[src/rtl/ccr_consts.svh]
`ifndef CCR_CONSTS_SVH
`define CCR_CONSTS_SVH
// ==================================================
// Register locations
`define CCR_ADDR_CTRL 8'h01
`define CCR_ADDR_VBAT 8'h02
`define CCR_ADDR_CUR 8'h03
// ==================================================
// Reset values
`define CCR_RST_CTRL 7'h0C
`define CCR_RST_VBAT 8'h8F
`define CCR_RST_CUR 8'hF8
`define CCR_UNMAPPED_READ 8'hFF
// ==================================================
// Field positions in the control register
`define CCR_RESET_BIT 7
`define CCR_LIMIT_HI 6
`define CCR_LIMIT_LO 4
`define CCR_STAT_EN_BIT 3
`define CCR_TERM_EN_BIT 2
`define CCR_CHG_DIS_BIT 1
`define CCR_STANDBY_BIT 0
// ==================================================
// Field positions in the voltage and current registers
`define CCR_VBAT_HI 7
`define CCR_VBAT_LO 2
`define CCR_CHARGE_CURRENT_SETTING_HI 7
`define CCR_CHARGE_CURRENT_SETTING_LO 3
`define CCR_TERMINATION_CURRENT_THRESHOLD_HI 2
`define CCR_TERMINATION_CURRENT_THRESHOLD_LO 0
// ==================================================
// Codes
`define CCR_CHARGE_CURRENT_SETTING_EXT 5'h1F
`define CCR_LIMIT_EXT 3'h6
`define CCR_STATUS_BUSY 2'h1
`define CCR_STATUS_DONE 2'h2
`define CCR_STATUS_FAULT 2'h3
`define CCR_BYTE_BITS 4'h8
`endif

[src/rtl/ccr_pkg.sv]
package ccr_pkg;
  // ==================================================
  // Serial slave states
  typedef enum logic [3:0] {
    CCR_IDLE  = 4'b0000,
    CCR_ADDR  = 4'b0001,
    CCR_ACK_A = 4'b0010,
    CCR_REG   = 4'b0011,
    CCR_ACK_R = 4'b0100,
    CCR_WDATA = 4'b0101,
    CCR_ACK_W = 4'b0110,
    CCR_RDATA = 4'b0111,
    CCR_MACK  = 4'b1000
  } ccr_state_t;

  // ==================================================
  // One register write from the serial slave
  typedef struct packed {
    logic valid;
    logic [7:0] addr;
    logic [7:0] data;
  } ccr_wr_t;

  // ==================================================
  // Settings handed to the charger core
  typedef struct packed {
    logic host_mode;
    logic [2:0] input_current_limit;
    logic use_input_limit_resistor;
    logic term_enable;
    logic regulator_enable;
    logic battery_switch_on;
    logic charge_enable;
    logic [5:0] battery_regulation_voltage;
    logic [4:0] charge_current_setting;
    logic use_charge_current_resistor;
    logic [2:0] termination_current_threshold;
    logic term_tenth_of_charge;
  } ccr_ctrl_t;
endpackage : ccr_pkg

[src/rtl/ccr_charger_control_registers.sv]
`timescale 1ns/1ps
`include "ccr_consts.svh"
module ccr_charger_control_registers #(
  parameter logic [6:0] DEV_ADDR = 7'h6A,
  parameter bit DETECT_SOURCE = 1'b1
) (
  input wire logic mclk,
  input wire logic nrst,
  input wire logic scl_in,
  input wire logic sda_in,
  output logic sda_out,
  output logic sda_oe,
  input wire logic wd_expired,
  input wire logic input_valid,
  input wire logic [1:0] source_detect_result,
  input wire logic [1:0] source_select_pins,
  input wire logic [1:0] charge_status,
  output ccr_pkg::ccr_ctrl_t ctrl,
  output logic [1:0] reported_status,
  output logic stat_out,
  output logic stat_oe
);

  // ==================================================
  // Pin synchronisers
  // Bus lines idle high, so they reset high and give no false edge
  logic scl_s1_ff, scl_s2_ff, scl_d_ff;
  logic sda_s1_ff, sda_s2_ff, sda_d_ff;
  logic [1:0] pins_s1_ff, pins_s2_ff;

  always_ff @(posedge mclk or negedge nrst) begin
    if (!nrst) begin
      scl_s1_ff <= 1'b1;
      scl_s2_ff <= 1'b1;
      scl_d_ff <= 1'b1;
      sda_s1_ff <= 1'b1;
      sda_s2_ff <= 1'b1;
      sda_d_ff <= 1'b1;
      pins_s1_ff <= 2'h0;
      pins_s2_ff <= 2'h0;
    end else begin
      scl_s1_ff <= scl_in;
      scl_s2_ff <= scl_s1_ff;
      scl_d_ff <= scl_s2_ff;
      sda_s1_ff <= sda_in;
      sda_s2_ff <= sda_s1_ff;
      sda_d_ff <= sda_s2_ff;
      pins_s1_ff <= source_select_pins;
      pins_s2_ff <= pins_s1_ff;
    end
  end

  // START and STOP need SCL high on both samples, so data that moves
  // while SCL is low is never taken for one
  wire scl_rise = scl_s2_ff & ~scl_d_ff;
  wire scl_fall = ~scl_s2_ff & scl_d_ff;
  wire bus_start = scl_s2_ff & scl_d_ff & sda_d_ff & ~sda_s2_ff;
  wire bus_stop = scl_s2_ff & scl_d_ff & ~sda_d_ff & sda_s2_ff;

  // ==================================================
  // Register storage
  // Only the voltage field is stored; the low bits of the byte are read-only
  localparam logic [7:0] VBAT_RESET = `CCR_RST_VBAT;
  logic [6:0] ctrl_reg_ff;
  logic [5:0] vbat_reg_ff;
  logic [7:0] cur_reg_ff;
  logic host_mode_ff;
  ccr_pkg::ccr_wr_t wr;

  // Read-only source field: detection result or synchronised select pins
  wire [1:0] source_field = DETECT_SOURCE ? source_detect_result : pins_s2_ff;

  // ==================================================
  // Read data selection
  function automatic logic [7:0] read_byte(input logic [7:0] addr);
    logic [7:0] val;
    val = `CCR_UNMAPPED_READ;
    if (addr == `CCR_ADDR_CTRL) begin
      val = {1'b0, ctrl_reg_ff};
    end else if (addr == `CCR_ADDR_VBAT) begin
      val = {vbat_reg_ff, source_field};
    end else if (addr == `CCR_ADDR_CUR) begin
      val = cur_reg_ff;
    end
    return val;
  endfunction : read_byte

  // ==================================================
  // Register writes
  wire wr_ctrl = wr.valid && (wr.addr == `CCR_ADDR_CTRL);
  wire wr_vbat = wr.valid && (wr.addr == `CCR_ADDR_VBAT);
  wire wr_cur = wr.valid && (wr.addr == `CCR_ADDR_CUR);
  wire soft_reset = wr_ctrl && wr.data[`CCR_RESET_BIT];

  always_ff @(posedge mclk or negedge nrst) begin
    if (!nrst) begin
      ctrl_reg_ff <= `CCR_RST_CTRL;
      vbat_reg_ff <= VBAT_RESET[`CCR_VBAT_HI:`CCR_VBAT_LO];
      cur_reg_ff <= `CCR_RST_CUR;
    end else if (soft_reset) begin
      // The other bits of a reset byte are dropped
      ctrl_reg_ff <= `CCR_RST_CTRL;
      vbat_reg_ff <= VBAT_RESET[`CCR_VBAT_HI:`CCR_VBAT_LO];
      cur_reg_ff <= `CCR_RST_CUR;
    end else begin
      if (wr_ctrl) begin
        ctrl_reg_ff <= wr.data[6:0];
      end
      if (wr_vbat) begin
        vbat_reg_ff <= wr.data[`CCR_VBAT_HI:`CCR_VBAT_LO];
      end
      if (wr_cur) begin
        cur_reg_ff <= wr.data;
      end
    end
  end

  // ==================================================
  // Host mode
  // A write in the same cycle as watchdog expiry keeps host mode
  always_ff @(posedge mclk or negedge nrst) begin
    if (!nrst) begin
      host_mode_ff <= 1'b0;
    end else if (wr.valid) begin
      host_mode_ff <= 1'b1;
    end else if (wd_expired) begin
      host_mode_ff <= 1'b0;
    end
  end

  // ==================================================
  // Serial slave
  ccr_pkg::ccr_state_t state_ff, nxt_state;
  logic [3:0] bit_cnt_ff, nxt_bit_cnt;
  logic [7:0] shift_ff, nxt_shift;
  logic [7:0] tx_ff, nxt_tx;
  logic [7:0] ptr_ff, nxt_ptr;
  logic rw_ff, nxt_rw;
  logic nack_ff, nxt_nack;
  ccr_pkg::ccr_wr_t nxt_wr;

  wire byte_done = (bit_cnt_ff == `CCR_BYTE_BITS);

  always_comb begin
    nxt_state = state_ff;
    nxt_bit_cnt = bit_cnt_ff;
    nxt_shift = shift_ff;
    nxt_tx = tx_ff;
    nxt_ptr = ptr_ff;
    nxt_rw = rw_ff;
    nxt_nack = nack_ff;
    nxt_wr = '0;
    if (bus_start) begin
      nxt_state = ccr_pkg::CCR_ADDR;
      nxt_bit_cnt = 4'h0;
    end else if (bus_stop) begin
      nxt_state = ccr_pkg::CCR_IDLE;
    end else begin
      if (scl_rise) begin
        nxt_shift = {shift_ff[6:0], sda_s2_ff};
        nxt_bit_cnt = bit_cnt_ff + 4'h1;
        if (state_ff == ccr_pkg::CCR_MACK) begin
          nxt_nack = sda_s2_ff;
        end
      end
      if (scl_fall) begin
        case (state_ff)
          ccr_pkg::CCR_ADDR: begin
            if (byte_done) begin
              nxt_rw = shift_ff[0];
              nxt_state = (shift_ff[7:1] == DEV_ADDR) ? ccr_pkg::CCR_ACK_A
                                                      : ccr_pkg::CCR_IDLE;
            end
          end
          ccr_pkg::CCR_ACK_A: begin
            // Fetch at the ack fall so bit 7 stands through the whole low phase
            nxt_bit_cnt = 4'h0;
            if (rw_ff) begin
              nxt_tx = read_byte(ptr_ff);
              nxt_ptr = ptr_ff + 8'h01;
              nxt_state = ccr_pkg::CCR_RDATA;
            end else begin
              nxt_state = ccr_pkg::CCR_REG;
            end
          end
          ccr_pkg::CCR_REG: begin
            if (byte_done) begin
              nxt_ptr = shift_ff;
              nxt_state = ccr_pkg::CCR_ACK_R;
            end
          end
          ccr_pkg::CCR_ACK_R: begin
            nxt_bit_cnt = 4'h0;
            nxt_state = ccr_pkg::CCR_WDATA;
          end
          ccr_pkg::CCR_WDATA: begin
            if (byte_done) begin
              nxt_wr.valid = 1'b1;
              nxt_wr.addr = ptr_ff;
              nxt_wr.data = shift_ff;
              nxt_ptr = ptr_ff + 8'h01;
              nxt_state = ccr_pkg::CCR_ACK_W;
            end
          end
          ccr_pkg::CCR_ACK_W: begin
            nxt_bit_cnt = 4'h0;
            nxt_state = ccr_pkg::CCR_WDATA;
          end
          ccr_pkg::CCR_RDATA: begin
            if (byte_done) begin
              nxt_state = ccr_pkg::CCR_MACK;
            end else begin
              nxt_tx = {tx_ff[6:0], 1'b1};
            end
          end
          ccr_pkg::CCR_MACK: begin
            // A master NACK ends the read; an ACK fetches the next byte
            nxt_bit_cnt = 4'h0;
            if (nack_ff) begin
              nxt_state = ccr_pkg::CCR_IDLE;
            end else begin
              nxt_tx = read_byte(ptr_ff);
              nxt_ptr = ptr_ff + 8'h01;
              nxt_state = ccr_pkg::CCR_RDATA;
            end
          end
          default: begin
            nxt_state = ccr_pkg::CCR_IDLE;
          end
        endcase
      end
    end
  end

  always_ff @(posedge mclk or negedge nrst) begin
    if (!nrst) begin
      state_ff <= ccr_pkg::CCR_IDLE;
      bit_cnt_ff <= 4'h0;
      shift_ff <= 8'h00;
      tx_ff <= 8'hFF;
      ptr_ff <= 8'h00;
      rw_ff <= 1'b0;
      nack_ff <= 1'b0;
      wr <= '0;
    end else begin
      state_ff <= nxt_state;
      bit_cnt_ff <= nxt_bit_cnt;
      shift_ff <= nxt_shift;
      tx_ff <= nxt_tx;
      ptr_ff <= nxt_ptr;
      rw_ff <= nxt_rw;
      nack_ff <= nxt_nack;
      wr <= nxt_wr;
    end
  end

  // ==================================================
  // Data line: open drain, a one is sent by releasing the line
  wire in_ack = (state_ff == ccr_pkg::CCR_ACK_A) || (state_ff == ccr_pkg::CCR_ACK_R)
             || (state_ff == ccr_pkg::CCR_ACK_W);
  wire send_zero = (state_ff == ccr_pkg::CCR_RDATA) && !tx_ff[7];

  assign sda_out = 1'b0;
  assign sda_oe = in_ack || send_zero;

  // ==================================================
  // Charger settings
  wire stat_en = ctrl_reg_ff[`CCR_STAT_EN_BIT];
  wire term_en = ctrl_reg_ff[`CCR_TERM_EN_BIT];
  wire chg_dis = ctrl_reg_ff[`CCR_CHG_DIS_BIT];
  wire standby = ctrl_reg_ff[`CCR_STANDBY_BIT];
  wire [2:0] limit_code = ctrl_reg_ff[`CCR_LIMIT_HI:`CCR_LIMIT_LO];
  wire [4:0] charge_current_setting_code = cur_reg_ff[`CCR_CHARGE_CURRENT_SETTING_HI:`CCR_CHARGE_CURRENT_SETTING_LO];
  wire charge_current_setting_ext = (charge_current_setting_code == `CCR_CHARGE_CURRENT_SETTING_EXT);

  ccr_pkg::ccr_ctrl_t nxt_ctrl;
  logic [1:0] nxt_status;

  always_comb begin
    nxt_ctrl.host_mode = host_mode_ff;
    nxt_ctrl.input_current_limit = limit_code;
    nxt_ctrl.use_input_limit_resistor = !host_mode_ff || (limit_code == `CCR_LIMIT_EXT);
    nxt_ctrl.term_enable = term_en;
    nxt_ctrl.regulator_enable = !standby;
    nxt_ctrl.battery_switch_on = standby || !(chg_dis && input_valid);
    nxt_ctrl.charge_enable = !chg_dis && !standby;
    nxt_ctrl.battery_regulation_voltage = vbat_reg_ff;
    nxt_ctrl.charge_current_setting = charge_current_setting_code;
    nxt_ctrl.use_charge_current_resistor = charge_current_setting_ext;
    nxt_ctrl.termination_current_threshold = cur_reg_ff[`CCR_TERMINATION_CURRENT_THRESHOLD_HI:`CCR_TERMINATION_CURRENT_THRESHOLD_LO];
    nxt_ctrl.term_tenth_of_charge = charge_current_setting_ext;
    // Without termination a finished charge is reported as still charging
    nxt_status = charge_status;
    if (!term_en && (charge_status == `CCR_STATUS_DONE)) begin
      nxt_status = `CCR_STATUS_BUSY;
    end
  end

  // ==================================================
  // Registered status outputs
  logic stat_oe_ff;
  wire stat_pull = stat_en && ((nxt_status == `CCR_STATUS_BUSY)
                || (nxt_status == `CCR_STATUS_FAULT));

  always_ff @(posedge mclk or negedge nrst) begin
    if (!nrst) begin
      ctrl <= '0;
      reported_status <= 2'h0;
      stat_oe_ff <= 1'b0;
    end else begin
      ctrl <= nxt_ctrl;
      reported_status <= nxt_status;
      stat_oe_ff <= stat_pull;
    end
  end

  assign stat_out = 1'b0;
  assign stat_oe = stat_oe_ff;

endmodule : ccr_charger_control_registers

[config.mk]
export PLATFORM = sky130hd
export DESIGN_NAME = ccr_charger_control_registers
export DESIGN_NICKNAME = d
export VERILOG_FILES = /design/src/rtl/ccr_pkg.sv /design/src/rtl/ccr_charger_control_registers.sv
export VERILOG_INCLUDE_DIRS = /design/src /design/src/rtl
export SDC_FILE = /design/constraint.sdc
export NUM_CORES = 1
export LEC_CHECK = 0
export BUFFER_PORTS_ARGS = -buffer_cell sky130_fd_sc_hd__buf_2
export CORE_AREA = 8 8 117 119
export DETAILED_ROUTE_END_ITERATION = 16
export DIE_AREA = 0 0 125 127
export HOLD_SLACK_MARGIN = 0.08
export SYNTH_ARGS = -nofsm -noshare
export SYNTH_HDL_FRONTEND = slang
export SYNTH_SLANG_ARGS = --single-unit
[constraint.sdc]
create_clock -name mclk -period 2.05 [get_ports mclk]
set_input_delay 0.205 -clock mclk [delete_from_list [all_inputs] [get_ports mclk]]
set_output_delay 0.205 -clock mclk [all_outputs]
set_load 0.02 [all_outputs]
# Word level (Yosys, flattened, before mapping)

Index checks and enable logic that the tools add are counted.

Register bits: 106
Bits of input ports: 12
Logic and storage cells: 157

Add/sub/neg operators: 2
Equality and inequality tests: 31
Muxes and demuxes: 42
Bitwise logic cells: 13
Reductions and logical operators: 36

Operators by type and width:

| cell                | count |
|---|---|
| $mux 8              | 12 |
| $mux 17             | 5 |
| $mux 4              | 12 |
| $eq 8x2->1 const B  | 4 |
| $pmux 8 s4          | 1 |
| $pmux 4 s7          | 1 |
| $pmux 8 s3          | 1 |
| $eq 4x3->1 const B  | 4 |
| $eq 8x1->1 const B  | 2 |
| $ne 4x4->1 const B  | 4 |
| $mux 7              | 2 |
| $mux 6              | 2 |
| $ne 2x2->1 const B  | 6 |
| $reduce_and 5->1    | 2 |
| $logic_and 1x1->1   | 9 |
| $add 8x1->8 const B | 1 |
| $eq 4x2->1 const B  | 2 |
| $eq 4x4->1 const B  | 2 |
| $reduce_and 8->1    | 1 |
| $reduce_bool 2->1   | 4 |
| $and 1x1->1         | 7 |
| $eq 7x7->1 const B  | 1 |
| $reduce_and 7->1    | 1 |
| $logic_not 1->1     | 6 |
| other kinds (17)    | 32 |

# Depth between registers and ports, before layout

Depth after elaboration: 7
Gate-level depth with buffers: 8
Depth with buffers taken out: 7

# Least setup slack after synthesis

No wires, ideal clock.

Kind: register -> register
Start: register ptr_ff[0]
End: register tx_ff[1]
Library setup time: 0.082 ns
Arrival: 1.738 ns
Data required time: 1.968 ns
Path slack: 0.230 ns
Cell stages (with the launch flop): 7
Period minus slack after synthesis: 1.820 ns
Path through: dfrtp_1 > inv_1 > ha_1 > or3b_2 > a221oi_1 > a21oi_1 > mux2_4

Word-level cells in the longest chain between the ends: 6
Elaborated cells on any way between the ends: 9
Those cells by class: 3 x eq/ne; 6 x mux

Ends and longest elaborated chain:

| item                             | RTL line                                                                   | text |
|---|---|---|
| start, declared                  | ccr_charger_control_registers.sv:137                                       | `logic [7:0] ptr_ff, nxt_ptr;` |
| start signal, assigned           | ccr_charger_control_registers.sv:250                                       | `ptr_ff <= nxt_ptr;` |
| $eq 8x2->1 (no line)             | -                                                                          |  |
| $mux 8                           | ccr_charger_control_registers.sv:82                                        | `` end else if (addr == `CCR_ADDR_CUR) begin `` |
| $mux 8                           | ccr_charger_control_registers.sv:80                                        | `` end else if (addr == `CCR_ADDR_VBAT) begin `` |
| $mux 8 *                         | ccr_charger_control_registers.sv:78                                        | `` if (addr == `CCR_ADDR_CTRL) begin `` |
| $mux 8, on equally long branches | ccr_charger_control_registers.sv:219, ccr_charger_control_registers.sv:178 |  |
| $pmux 8 s3 *                     | ccr_charger_control_registers.sv:167                                       | `case (state_ff)` |
| end signal, assigned             | ccr_charger_control_registers.sv:249                                       | `tx_ff <= nxt_tx;` |
| end, declared                    | ccr_charger_control_registers.sv:136                                       | `logic [7:0] tx_ff, nxt_tx;` |

Mark *: on every way between the ends. The rest lies on a longest branch, timed or not. The select of a mux whose other input is x is not followed.
A chain may end at the register's enable or synchronous reset.

# Worst setup path in the final report

Start: register ptr_ff[1]
End: register tx_ff[4]

Same word-level chain as after synthesis.

==> results by group <==
Outcome
  • Outcome: completed

Synth
  • Post-synth top cells: dfrtp_1, nand2_1, a21oi_1
  • Top-count cell post-synth: dfrtp_1
  • Average cell area after synthesis: 11.4 um2
  • Distinct cell type count after synthesis: 66
  • Syn Inst Count: 416
  • Syn Std Cell Area: 4740 um2
  • Sequential fraction of the synthesis area: 0.566
  • Yosys reg bits: 106
  • Share of the synthesized area in the top cell type: 0.433
  • Area leader, netlist: dfrtp_1
  • Synth top area cells: dfrtp_1, dfstp_2, mux2_4
  • Synth Flop Type: dfrtp_1
  • Ys Warns: 0
  • Post-synth EDFFs: 0
  • Ys async rst share: 1.00

Power and ir drop
  • Pwr Total: 4.57 mW
  • Static Leak: 2.57 nW
  • Pwr Density: 820 nW/um2
  • Worst vdd ir: 0.000355 V

Floorplanning
  • Io pins: 43
  • Die X: 125 um
  • Die Height: 127 um
  • Full die area: 15900 um2
  • Starting Density: 0.401
  • FP Rows: 40
  • Core Region: 11800 um2

Clock network
  • Longest Clk Path Bufs: 2
  • Latest clock arrival within the worst-skew pair: 0.35 ns
  • Worst-path clk slew: 0.07 ns
  • H-tree depth: 3
  • CTS tree: built
  • CTS Root Cell: clkbuf_16
  • CTS Sinks: 106
  • CTS buffer count: 9
  • Post-CTS setup buffer count: 0

Global route
  • Global-route wire length before repair: 16500 um
  • Vias in the first global route: 3301
  • Tot GR Track Use: 0.129
  • Largest net degree at the start of global routing: 47
  • Initial antenna violation count: 0
  • Gr ovfl total: 0

Placed design
  • Detailed Place HPWL: 7200 um
  • Cells after DPL: 602
  • Input/output buffers: 38
  • Worst slack, placed: 0.0106 ns
  • Routability Congestion: 0.866
  • DP Area: 5150 um2

STA
  • Final Setup Violations: 0
  • Final worst path period need: 1.93 ns
  • Slew @ Worst Pin: 0.624 ns
  • Final period util: 0.941
  • Final Hold Vio Count: 0
  • Max-slew violation count: 0
  • Setup Skew: 0.00824 ns
  • Relative slew slack: 0.584
  • Fmax achieved: 0.519 GHz
  • Worst setup margin: 0.122 ns

Critical path
  • Critical path class: register to register
  • CP Data Required Time: 2.33 ns
  • CP Launch Type: register
  • FF-to-FF path depth: 6
  • Worst Path Arrival: 2.21 ns
  • Worst Path Max Fanout: 15
  • Crit end category: register

Flow run
  • Maximum Capacitance Violations: 0

Worst hold path
  • HP Class: primary input to register
  • Worst hold path cell count: 2

Routing
  • Antenna Violating Nets Remaining: 0
  • Vias post-DR: 3219
  • DRC viols: 0
  • Drt total wl: 9770 um
  • 1st-iter DRT viols: 233
  • WL/cell: 15.7 um
  • Routed vias/inst: 5.16
  • DR pass1 iterations: 4

Layout
  • ANT cells: 0
  • Fillers: 1089
  • Layout Nets: 489
  • Util after Layout: 0.471
  • Fraction of layout cells with a size suffix above 1: 0.300
  • Area grow syn2layout: 17.5%
  • Post-route cell area: 5570 um2
  • Final Non-Filler Cells: 624
report_power, final:
| part | internal (mW) | switching [mW] | leakage, nW |
|---|---|---|---|
| combinational | 0.168 | 0.173 | 1.06 |
| sequential | 2.21 | 0.138 | 1.35 |
| clock | 1.09 | 0.789 | 0.159 |
| total | 3.47 | 1.10 | 2.57 |
layer usage:
layer	wire length [um]	GRT usage	up-vias
li1	-	-	1569
met1	4340	0.153	1574
met2	4850	0.215	63
met3	415	0.0333	13
met4	165	0.0616	0
met5	0	0	-
timing repair:
item,CTS,global route
hold buffers,6,0
setup endpoints to repair,1,1
resized for setup,1,3
endpoints found under the hold margin,37,0
cloned,0,0
per-stage QoR:
step | hold WS [ns] | setup TNS [ns]
2_1_floorplan | -0.0906 | 0
3_3_place_gp | 0.246 | 0
3_5_place_dp | 0.257 | 0
4_1_cts | 0.0829 | 0
5_1_grt | 0.0968 | -0.0183
6_report | 0.0985 | 0
worst max-delay path: stages, from the launching register on:
cell	delay, ns
dfrtp_1	0.44
inv_1	0.09
ha_1	0.49
a21oi_1	0.09
a221oi_1	0.36
a21oi_1	0.12
mux2_4	0.27
sequential cells by signal, indices dropped and copies added (netlist names), 4 cells and up:
register     flops
bit_cnt_ff       4
ctrl            24
ctrl_reg_ff      7
cur_reg_ff       8
ptr_ff           8
shift_ff         8
state_ff         4
tx_ff            8
vbat_reg_ff      6
wr              17
final cells by class:
cell class,count,area [um2],share of cell area
multi-input cells,271,1880,0.337
well taps,147,184,0.0330
inverters,19,71.3,0.0128
repair buffers,65,423,0.0760
flip-flops and latches,106,2680,0.482
clock buffers,9,225,0.0405
clock inverters,7,105,0.0189
final timing paths:
path / from / slack, ns / to
max: ptr_ff[1] / 0.12 / tx_ff[4]
min: charge_status[1] / 0.1 / reported_status[1]
max reg2reg: ptr_ff[1] / 0.12 / tx_ff[4]
min reg2reg: scl_s1_ff / 0.36 / scl_s2_ff
max in group asynchronous: nrst / 0.92 / wr[5]
min in group asynchronous: nrst / 0.41 / ctrl[24]
kinds of logic after synthesis:
kind of cell | count (synthesis) | synth area share
mux | 27 | 0.0705
fa+ha+maj | 5 | 0.0132
buf+inv | 40 | 0.0428
xor+xnor | 2 | 0.00370
compound gates | 87 | 0.125
flops | 106 | 0.566
other cells | 1 | 0.000792
simple gates | 148 | 0.177
placed cells by master, fill, tap and decap left out, types with 5 or more instances in the layout:
master         synthesis  final
clkbuf_16              0      9
dfstp_2               24     24
and2_1                17     17
nor3_1                 5      5
a221oi_1               6      5
a21oi_1               28     28
buf_2                  6     37
o21ai_1                7      7
nor2b_1                5      5
dlygate4sd3_1          0      6
mux2_2                11     11
o21ai_0               17     17
mux2_4                10     10
mux2i_1                6      6
buf_4                  6     21
inv_1                 19     19
nor2_1                21     21
nand3_1               24     24
dfrtp_1               82     82
or3b_1                 7      7
nand2_1               35     35
Power figures use the tool's default switching activity.
